<file path="src/ipf_ea_cost.sv">
// Timing package and effective-address cost lookup for the prefetch unit
`default_nettype none

package ipf_pkg;
    localparam int ADDR_W = 20;
    // Bus cycle budget at 250 MHz
    localparam int CLK_PERIOD_PS = 4000;
    localparam int BUS_CYCLE_NS = 16;
    localparam int BUS_CYCLE_CLK = (BUS_CYCLE_NS * 1000 + CLK_PERIOD_PS - 1) / CLK_PERIOD_PS;
    localparam logic [2:0] BUS_LAST_PHASE = 3'(BUS_CYCLE_CLK - 1);
    // Move instruction base: opcode word fetch plus next prefetch
    localparam logic [7:0] MOVE_BASE_CLK = 8'h08;
    localparam logic [3:0] MOVE_BASE_RD = 4'h2;
    // Memory operand access, byte then word
    localparam logic [7:0] OPND_CLK [2] = '{8'h04, 8'h08};
    localparam logic [3:0] OPND_CYC [2] = '{4'h1, 4'h2};
    localparam logic [19:0] WORD_STEP = 20'h00002;

    typedef enum logic [3:0] {
        IPF_DREG, IPF_AREG, IPF_IND, IPF_POSTINC, IPF_PREDEC, IPF_DISP,
        IPF_INDEX, IPF_ABSW, IPF_ABSL, IPF_PCDISP, IPF_PCINDEX, IPF_IMM
    } ipf_mode_t;
    typedef enum logic [1:0] {IPF_BYTE, IPF_WORD, IPF_LONG} ipf_size_t;
    typedef enum logic {IPF_BUS_IDLE, IPF_BUS_RUN} ipf_bus_t;

    // Effective-address cost, rows by mode, columns byte/word/long
    localparam logic [7:0] EA_CLK [12][3] = '{
        '{8'h00, 8'h00, 8'h00}, '{8'h00, 8'h00, 8'h00},
        '{8'h04, 8'h08, 8'h10}, '{8'h04, 8'h08, 8'h10},
        '{8'h06, 8'h0a, 8'h12}, '{8'h0c, 8'h10, 8'h18},
        '{8'h0e, 8'h12, 8'h1a}, '{8'h0c, 8'h10, 8'h18},
        '{8'h14, 8'h18, 8'h20}, '{8'h0c, 8'h10, 8'h18},
        '{8'h0e, 8'h12, 8'h1a}, '{8'h08, 8'h08, 8'h10}};
    localparam logic [3:0] EA_RD [12][3] = '{
        '{4'h0, 4'h0, 4'h0}, '{4'h0, 4'h0, 4'h0},
        '{4'h1, 4'h2, 4'h4}, '{4'h1, 4'h2, 4'h4},
        '{4'h1, 4'h2, 4'h4}, '{4'h3, 4'h4, 4'h6},
        '{4'h3, 4'h4, 4'h6}, '{4'h3, 4'h4, 4'h6},
        '{4'h5, 4'h6, 4'h8}, '{4'h3, 4'h4, 4'h6},
        '{4'h3, 4'h4, 4'h6}, '{4'h2, 4'h2, 4'h4}};
endpackage

module ipf_ea_cost (
    // Query
    input wire ipf_pkg::ipf_mode_t mode,
    input wire ipf_pkg::ipf_size_t size,
    // Cost
    output logic [7:0] clocks,
    output logic [3:0] reads
);
    import ipf_pkg::*;

    always_comb begin
        clocks = 8'h00;
        reads = 4'h0;
        // Illegal codes cost nothing
        if (mode <= IPF_IMM && size <= IPF_LONG) begin
            clocks = EA_CLK[mode][size];
            reads = EA_RD[mode][size];
        end
    end
endmodule

`default_nettype wire

</file>
<file path="src/ipf_prefetch.sv">
// Two-word instruction prefetch queue with byte bus sequencing and cycle accounting
// Operation
// - Keep a two-word instruction prefetch queue tied to execution.
// - Entry ready only with opword in decoder and next word fetched.
// - Each consumed extension word triggers a refetch into its slot.
// - Discarding the opword starts the last fetch for that instruction.
// - Branching single-word instructions waste the already fetched second word.
// - Interrupt or trace exception uses neither queued word.
// - Program counter holds address of last fetched stream word.
// - Each read or write bus cycle takes four clocks nominally.
// - Wait states add clocks beyond the budgeted figure.
// - Counts include all fetches, paired with read and write cycle counts.
// - Effective-address processing issues reads only, never writes.
// - Indirect and postincrement cost 4(1/0), 8(2/0), 16(4/0).
// - Predecrement costs 6(1/0), 10(2/0), 18(4/0).
// - Displacement costs 12(3/0), 16(4/0), 24(6/0).
// - PC-relative indexed costs 14(3/0), 18(4/0), 26(6/0).
// - Index register size does not change timing.
// - Byte move register-register 8(2/0); data register to absolute long 28(6/1).
// - Word move register to indirect (2/2); indirect to register 16(4/0).
`default_nettype none

module ipf_prefetch (
    // Clock and reset
    input wire logic clk,
    input wire logic rst,
    // Execution unit handshake
    input wire logic nextInstr,
    input wire logic consumeExt,
    input wire logic branchTaken,
    input wire logic exceptTaken,
    input wire logic [ipf_pkg::ADDR_W-1:0] flowTarget,
    output logic entryReady,
    output logic opValid,
    output logic extValid,
    output logic [15:0] opWord,
    output logic [15:0] extWord,
    output logic [ipf_pkg::ADDR_W-1:0] progCounter,
    // Operand byte access
    input wire logic opReq,
    input wire logic opWrite,
    input wire logic [ipf_pkg::ADDR_W-1:0] opAddr,
    input wire logic [7:0] opWData,
    output logic opDone,
    output logic [7:0] opRData,
    // Byte memory
    output logic memReq,
    output logic memWrite,
    output logic [ipf_pkg::ADDR_W-1:0] memAddr,
    output logic [7:0] memWData,
    input wire logic memAck,
    input wire logic [7:0] memRData,
    // Timing budget query
    input wire logic eaStart,
    input wire logic moveStart,
    input wire ipf_pkg::ipf_mode_t srcMode,
    input wire ipf_pkg::ipf_mode_t dstMode,
    input wire ipf_pkg::ipf_size_t opSize,
    output logic [7:0] budgetClocks,
    output logic [3:0] budgetReads,
    output logic [3:0] budgetWrites,
    // Measured cost of the last finished instruction
    output logic [15:0] lastClocks,
    output logic [7:0] lastReads,
    output logic [7:0] lastWrites,
    output logic [15:0] lastWaits
);
    import ipf_pkg::*;

    typedef struct packed {
        ipf_bus_t bus;
        logic [2:0] phase;
        logic opCyc;
        logic lowByte;
        logic drop;
        logic needAckLow;
        logic ackS1;
        logic ackS2;
        logic [7:0] datS1;
        logic [7:0] datS2;
        logic memReq;
        logic memWrite;
        logic [ADDR_W-1:0] memAddr;
        logic [7:0] memWData;
        logic [7:0] hiByte;
        logic [1:0][15:0] q;
        logic [1:0] qv;
        logic [ADDR_W-1:0] fetchAddr;
        logic [ADDR_W-1:0] pc;
        logic entryReady;
        logic opDone;
        logic [7:0] opRData;
        logic [15:0] clkCnt;
        logic [7:0] rdCnt;
        logic [7:0] wrCnt;
        logic [15:0] waitCnt;
        logic [15:0] lastClk;
        logic [7:0] lastRd;
        logic [7:0] lastWr;
        logic [15:0] lastWait;
        logic [7:0] budClk;
        logic [3:0] budRd;
        logic [3:0] budWr;
    } ipf_state_t;

    ipf_state_t st_q;
    ipf_state_t st_d;

    logic [7:0] srcClk;
    logic [3:0] srcRd;
    logic [7:0] dstClk;
    logic [3:0] dstRd;
    ipf_mode_t dstLookup;
    logic sizeIdx;

    // Predecrement destination costs as plain indirect
    assign dstLookup = (dstMode == IPF_PREDEC) ? IPF_IND : dstMode;
    assign sizeIdx = (opSize != IPF_BYTE);

    ipf_ea_cost srcCost (
        .mode(srcMode),
        .size(opSize),
        .clocks(srcClk),
        .reads(srcRd)
    );

    ipf_ea_cost dstCost (
        .mode(dstLookup),
        .size(opSize),
        .clocks(dstClk),
        .reads(dstRd)
    );

    always_comb begin
        logic busEnd;
        logic wordDone;
        logic flush;
        logic dstMem;
        busEnd = 1'b0;
        wordDone = 1'b0;
        dstMem = 1'b0;
        flush = branchTaken || exceptTaken;
        st_d = st_q;
        st_d.opDone = 1'b0;
        st_d.ackS1 = memAck;
        st_d.ackS2 = st_q.ackS1;
        st_d.datS1 = memRData;
        st_d.datS2 = st_q.datS1;
        st_d.clkCnt = st_q.clkCnt + 16'h0001;

        // Queue consumption by the execution unit
        if (nextInstr && st_q.qv[0]) begin
            st_d.q[0] = st_q.q[1];
            st_d.qv = {1'b0, st_q.qv[1]};
            st_d.lastClk = st_d.clkCnt;
            st_d.lastRd = st_q.rdCnt;
            st_d.lastWr = st_q.wrCnt;
            st_d.lastWait = st_q.waitCnt;
            st_d.clkCnt = 16'h0001;
            st_d.rdCnt = 8'h00;
            st_d.wrCnt = 8'h00;
            st_d.waitCnt = 16'h0000;
        end else if (consumeExt && st_q.qv[1]) begin
            st_d.qv[1] = 1'b0;
        end

        // Branch or exception empties the queue
        if (flush) begin
            st_d.qv = 2'b00;
            st_d.fetchAddr = flowTarget;
            st_d.drop = (st_q.bus == IPF_BUS_RUN && !st_q.opCyc) || st_q.lowByte;
        end

        // Running bus cycle
        if (st_q.bus == IPF_BUS_RUN) begin
            if (st_q.phase != BUS_LAST_PHASE) begin
                st_d.phase = st_q.phase + 3'h1;
            end else if (st_q.ackS2) begin
                busEnd = 1'b1;
            end else begin
                st_d.waitCnt = st_q.waitCnt + 16'h0001;
            end
        end

        if (busEnd) begin
            st_d.bus = IPF_BUS_IDLE;
            st_d.memReq = 1'b0;
            st_d.needAckLow = 1'b1;
            if (st_q.memWrite) begin
                st_d.wrCnt = st_q.wrCnt + 8'h01;
            end else begin
                st_d.rdCnt = st_q.rdCnt + 8'h01;
            end
            if (st_q.opCyc) begin
                st_d.opDone = 1'b1;
                st_d.opRData = st_q.datS2;
            end else if (!st_q.lowByte) begin
                st_d.hiByte = st_q.datS2;
                st_d.lowByte = 1'b1;
            end else begin
                st_d.lowByte = 1'b0;
                wordDone = 1'b1;
            end
        end

        // Completed word lands in the first free slot
        if (wordDone) begin
            if (st_q.drop || flush) begin
                st_d.drop = flush;
            end else begin
                if (!st_d.qv[0]) begin
                    st_d.q[0] = {st_q.hiByte, st_q.datS2};
                    st_d.qv[0] = 1'b1;
                end else begin
                    st_d.q[1] = {st_q.hiByte, st_q.datS2};
                    st_d.qv[1] = 1'b1;
                end
                st_d.pc = st_q.fetchAddr;
                st_d.fetchAddr = st_q.fetchAddr + WORD_STEP;
            end
        end

        // Ack must fall before the next cycle starts
        if (st_q.needAckLow && !st_q.ackS2) begin
            st_d.needAckLow = 1'b0;
        end

        // Start a new byte cycle
        if (st_q.bus == IPF_BUS_IDLE && !st_q.needAckLow && !busEnd) begin
            if (opReq && !st_q.opDone && !st_q.lowByte) begin
                st_d.bus = IPF_BUS_RUN;
                st_d.opCyc = 1'b1;
                st_d.memWrite = opWrite;
                st_d.memAddr = opAddr;
                st_d.memWData = opWData;
                st_d.memReq = 1'b1;
                st_d.phase = 3'h0;
            end else if (st_q.lowByte || !(&st_d.qv)) begin
                st_d.bus = IPF_BUS_RUN;
                st_d.opCyc = 1'b0;
                st_d.memWrite = 1'b0;
                st_d.memAddr = st_q.lowByte ? st_q.fetchAddr + 20'h00001 : st_d.fetchAddr;
                st_d.memReq = 1'b1;
                st_d.phase = 3'h0;
            end
        end

        st_d.entryReady = &st_d.qv;

        // Budget from the timing tables
        if (eaStart) begin
            st_d.budClk = srcClk;
            st_d.budRd = srcRd;
            st_d.budWr = 4'h0;
        end else if (moveStart) begin
            dstMem = (dstMode != IPF_DREG) && (dstMode != IPF_AREG);
            st_d.budClk = MOVE_BASE_CLK + srcClk;
            st_d.budRd = MOVE_BASE_RD + srcRd;
            st_d.budWr = 4'h0;
            if (dstMem) begin
                st_d.budClk = MOVE_BASE_CLK + srcClk + dstClk - OPND_CLK[sizeIdx]
                    + OPND_CLK[sizeIdx];
                st_d.budRd = MOVE_BASE_RD + srcRd + dstRd - OPND_CYC[sizeIdx];
                st_d.budWr = OPND_CYC[sizeIdx];
            end
        end

        if (rst) begin
            st_d = '0;
            st_d.bus = IPF_BUS_IDLE;
        end
    end

    always_ff @(posedge clk) begin
        st_q <= st_d;
    end

    assign entryReady = st_q.entryReady;
    assign opValid = st_q.qv[0];
    assign extValid = st_q.qv[1];
    assign opWord = st_q.q[0];
    assign extWord = st_q.q[1];
    assign progCounter = st_q.pc;
    assign opDone = st_q.opDone;
    assign opRData = st_q.opRData;
    assign memReq = st_q.memReq;
    assign memWrite = st_q.memWrite;
    assign memAddr = st_q.memAddr;
    assign memWData = st_q.memWData;
    assign budgetClocks = st_q.budClk;
    assign budgetReads = st_q.budRd;
    assign budgetWrites = st_q.budWr;
    assign lastClocks = st_q.lastClk;
    assign lastReads = st_q.lastRd;
    assign lastWrites = st_q.lastWr;
    assign lastWaits = st_q.lastWait;
endmodule

`default_nettype wire

</file>
<file path="config.mk">
export PLATFORM = sky130hd
export DESIGN_NAME = ipf_prefetch
export DESIGN_NICKNAME = d
export VERILOG_FILES = /design/src/ipf_ea_cost.sv /design/src/ipf_prefetch.sv
export SDC_FILE = /design/constraint.sdc
export NUM_CORES = 1
export LEC_CHECK = 0
export ABC_AREA = 1
export BUFFER_PORTS_ARGS = -buffer_cell sky130_fd_sc_hd__buf_2
export CAP_MARGIN = 40
export CORE_MARGIN = 4
export CORE_UTILIZATION = 45
export DETAILED_ROUTE_END_ITERATION = 8
export PLACE_DENSITY_LB_ADDON = 0.2
export RECOVER_POWER = 25
export SLEW_MARGIN = 20
export SYNTH_ARGS = -nofsm -noshare
export SYNTH_HDL_FRONTEND = slang
export SYNTH_SLANG_ARGS = --single-unit
</file>
<file path="constraint.sdc">
create_clock -name clk -period 5.1 [get_ports clk]
set_clock_uncertainty 0.05 [all_clocks]
set_input_delay 0.765 -clock clk [delete_from_list [all_inputs] [get_ports clk]]
set_output_delay 0.765 -clock clk [all_outputs]
set_load 0.02 [all_outputs]
</file>
==> impl_metrics.yaml <==
global_route:
  grt_max_degree: 57
  grt.total_usage_pct: 21.4
  grt_overflow_total: 0
  antenna_found_initial: 1
  grt_pass1_wl_mm: 56.1
  grt_pass1_vias: 10725
clock_network:
  cts-resized-gates: 0
  cts_hold_repair.buffers: 0
  insertion_delay_ps: 550
  htreeDepth: 1
  cts.sinks: 257
  post_cts_buffers: 0
  clk_pin_slew_worst_paths_ps: 60
  cts_buffer_depth: 3
  root_buffer: "clkbuf_16"
  cts_made_buffers: 29
  cts_tree: "built"
layout:
  fin_nets: 2030
  drive_gt1_share_pct: 12.6
  syn_to_final_growth_pct: 9.51
  layout_common_cells: "364 x nand2_1, 265 x nor2_1, 257 x dfxtp_1, 188 x inv_1, 156 x buf_2"
  final_common_cell: "nand2_1"
  final_core_util_pct: 50.1
  fin_cells: 2320
  insertedDiodeCount: 0
power:
  sw_frac_of_total_pct: 25.8
  clock_power_share_pct: 44.4
  p_comb_share_pct: 11.3
  leakagePower_nw: 6.33
  internal-power_mw: 3.53
  total_power_mw: 4.76
  ir_worst_vdd_v: 0.000253
  p_seq_share_pct: 44.3
  power_density_nw_per_um2: 330
  power_switching_mw: 1.23
floorplan:
  core-area_sq_um: 28800
  chipWidth_um: 179
  die_height_um: 179
  io_pins: 235
  placementRows: 62
  die_area_sq_um: 32100
  start_util_pct: 45.8
placement:
  dp.cells: 2270
  portBuffers: 231
  hpwlAfterDp_mm: 26.0
  place_congestion: 0.889
job:
  maxCapViolCount: 1
timing:
  fin_crit_sh_pct: 81.8
  rsz0062_at_grt: "no"
  setup_violations: 0
  setup_tns_ps: 0
  whs_ps: 352
  fmax_ghz: 0.240
  finalHoldViolations: 0
  maxSlewHeadroom_pct: -80.5
  fin_crit_ps: 4170
  tightest_slew_ps: 2710
  finalMaxSlewViolations: 57
status:
  status: "finished with violations"
  violations: "capacitance limit, slew limit"
setup_path:
  slowest_delay_ps: 580
  startpoint_type: "input port"
  crit_fanout: 6
  worstSetupPathType: "in2reg"
  cp_top_family: "adder cells"
  cpMostUsedCell: "nand2_1"
  path_buf_inv: 5
  slowest_stage: "fa_1"
  cp_cell_sequence: "buf_2 -> inv_1 -> a31oi_1 -> inv_1 -> ha_1 -> nand2_1 -> inv_1 -> o22ai_1 -> o2bb2ai_1 -> nand2_1 -> fa_1 -> fa_1 -> inv_1 -> ha_1 -> nand3_1 -> nand2_1 -> nand2_1 -> nand2_1 -> a21oi_1 -> or2_2 -> nand3_1 -> a21oi_1"
  endpoint_kind: "flop"
  cp.arrival_ps: 4430
  crit_required_ps: 5360
detailed_routing:
  detailedRoute.firstIterationViolations: 726
  viasPerCell: 5.02
  dr.pass1.iters: 5
  vias: 11649
  wire_per_inst_um: 15.3
  antenna_left: 0
  drc: 0
  wl_mm: 35.4
worst_hold_path:
  hold_path.class: "reg2reg"
synthesis:
  synth_edf_count: 0
  ys_seq_elements: 257
  ys_types: 51
  yosys_warnings: 0
  ys.flop_type: "dfxtp_1"
  synth_cells: 1853
  synthArstFlopShare_pct: 0
  netlist_area_sq_um: 13200
  postSynthAreaPerCell_sq_um: 7.11
  ys_seq_area_share_pct: 39.1
-- cell type report --
type / instances / area [sq um]
Inverter: 198 / 743
Fill cell: 2950 / 14400
Timing Repair Buffer: 247 / 1200
Multi-Input combinational cell: 1184 / 5880
Tap cell: 384 / 480
Clock inverter: 12 / 155
Sequential cell: 257 / 5140
Clock buffer: 38 / 820
-- registers in the layout, summed over array words and instances (netlist names) --
signal and flops:
lastReads 8, opValid 1, extWord 16, st_q 102
extValid 1, memReq 1, opWord 16, lastClocks 16
lastWaits 16, memAddr 20, memWrite 1, opRData 8
budgetClocks 7, entryReady 1, lastWrites 8, opDone 1
memWData 8, progCounter 20, budgetWrites 2, budgetReads 4
-- synth_stat cells (3+ instances only) --
library cell  instances  area, sq um
inv_1               188          706
nand3_1              99          495
a211oi_1             19          143
a22oi_1               4         30.0
fa_1                  6          120
nand4_1              13         81.3
o21ai_0             145          726
a31oi_1              18          113
o211ai_1             12         90.1
nor2_1              266          998
inv_2                 5         18.8
nor3b_1               3         22.5
a21oi_1              98          490
nand2_2               4         25.0
dfxtp_1             257         5140
clkinv_1              5         18.8
or2_2                 4         25.0
buf_4               157         1180
a22o_1                9         78.8
o22ai_1               7         43.8
buf_1                 4         15.0
xor2_1               15          131
ha_1                 30          375
buf_2                 4         20.0
nand2_1             364         1370
xnor2_1               4         35.0
nor3_1               23          115
nand2_4               3         33.8
a311oi_1             10         87.6
clkbuf_1             48          180
-- per-stage QoR --
| stage | setup slack [ps] | area (sq um) |
|---|---|---|
| floorplan | 1040 | 13200 |
| global placement | 685 | 13500 |
| detailed placement | 533 | 13500 |
| CTS | 1100 | 14500 |
| global route | 664 | 14400 |
| finish | 930 | 14400 |
-- worst register-to-register path, stage by stage (launching register included) --
cell     delay [ps]
dfxtp_1         350
ha_1            260
nand4_4         210
nor2_4          250
nand2_2          80
buf_4           240
nand2_2         160
nand4_4         280
nand2_4         380
nand2_1         190
inv_1           130
nand2_1          60
nand2_1          60
-- power by group through the flow --
stage,Clock [mW],Combinational [mW],Sequential (mW)
after floorplan,0,0.423,2.13
after global placement,0,0.533,2.15
after detailed placement,0,0.538,2.15
after CTS,2.18,0.541,2.11
after global routing,2.25,0.614,2.11
final,2.11,0.536,2.11
-- metal layers --
| layer | GRT usage [%] | vias up | wire, um | part of all wire [%] |
|---|---|---|---|---|
| li1 | - | 5974 | - | - |
| met3 | 4.39 | 58 | 2430 | 6.9 |
| met1 | 29.6 | 5279 | 16200 | 46 |
| met5 | 0 | - | 13 | 0.037 |
| met2 | 34.5 | 336 | 16000 | 45 |
| met4 | 4.89 | 2 | 750 | 2.1 |
-- cells by family after synthesis --
| group | count (synthesis) | share of synthesized area, % |
|---|---|---|
| other cells | 1 | 0.0285 |
| fa+ha+maj | 36 | 3.76 |
| simple gates | 794 | 25.1 |
| flops | 257 | 39.1 |
| compound gates | 332 | 14.3 |
| xor+xnor | 19 | 1.26 |
| buf+inv | 414 | 16.4 |
-- final timing paths --
check | depth (start not counted) | to | slack (ps) | from
setup / recovery | 22 | budgetClocks[7] | 930 | dstMode[3]
hold / removal | 2 | st_q[239] | 350 | st_q[247]
setup reg to reg | 12 | memAddr[8] | 2360 | st_q[256]
hold reg to reg | 2 | st_q[239] | 350 | st_q[247]
Power figures use the tool's default switching activity.
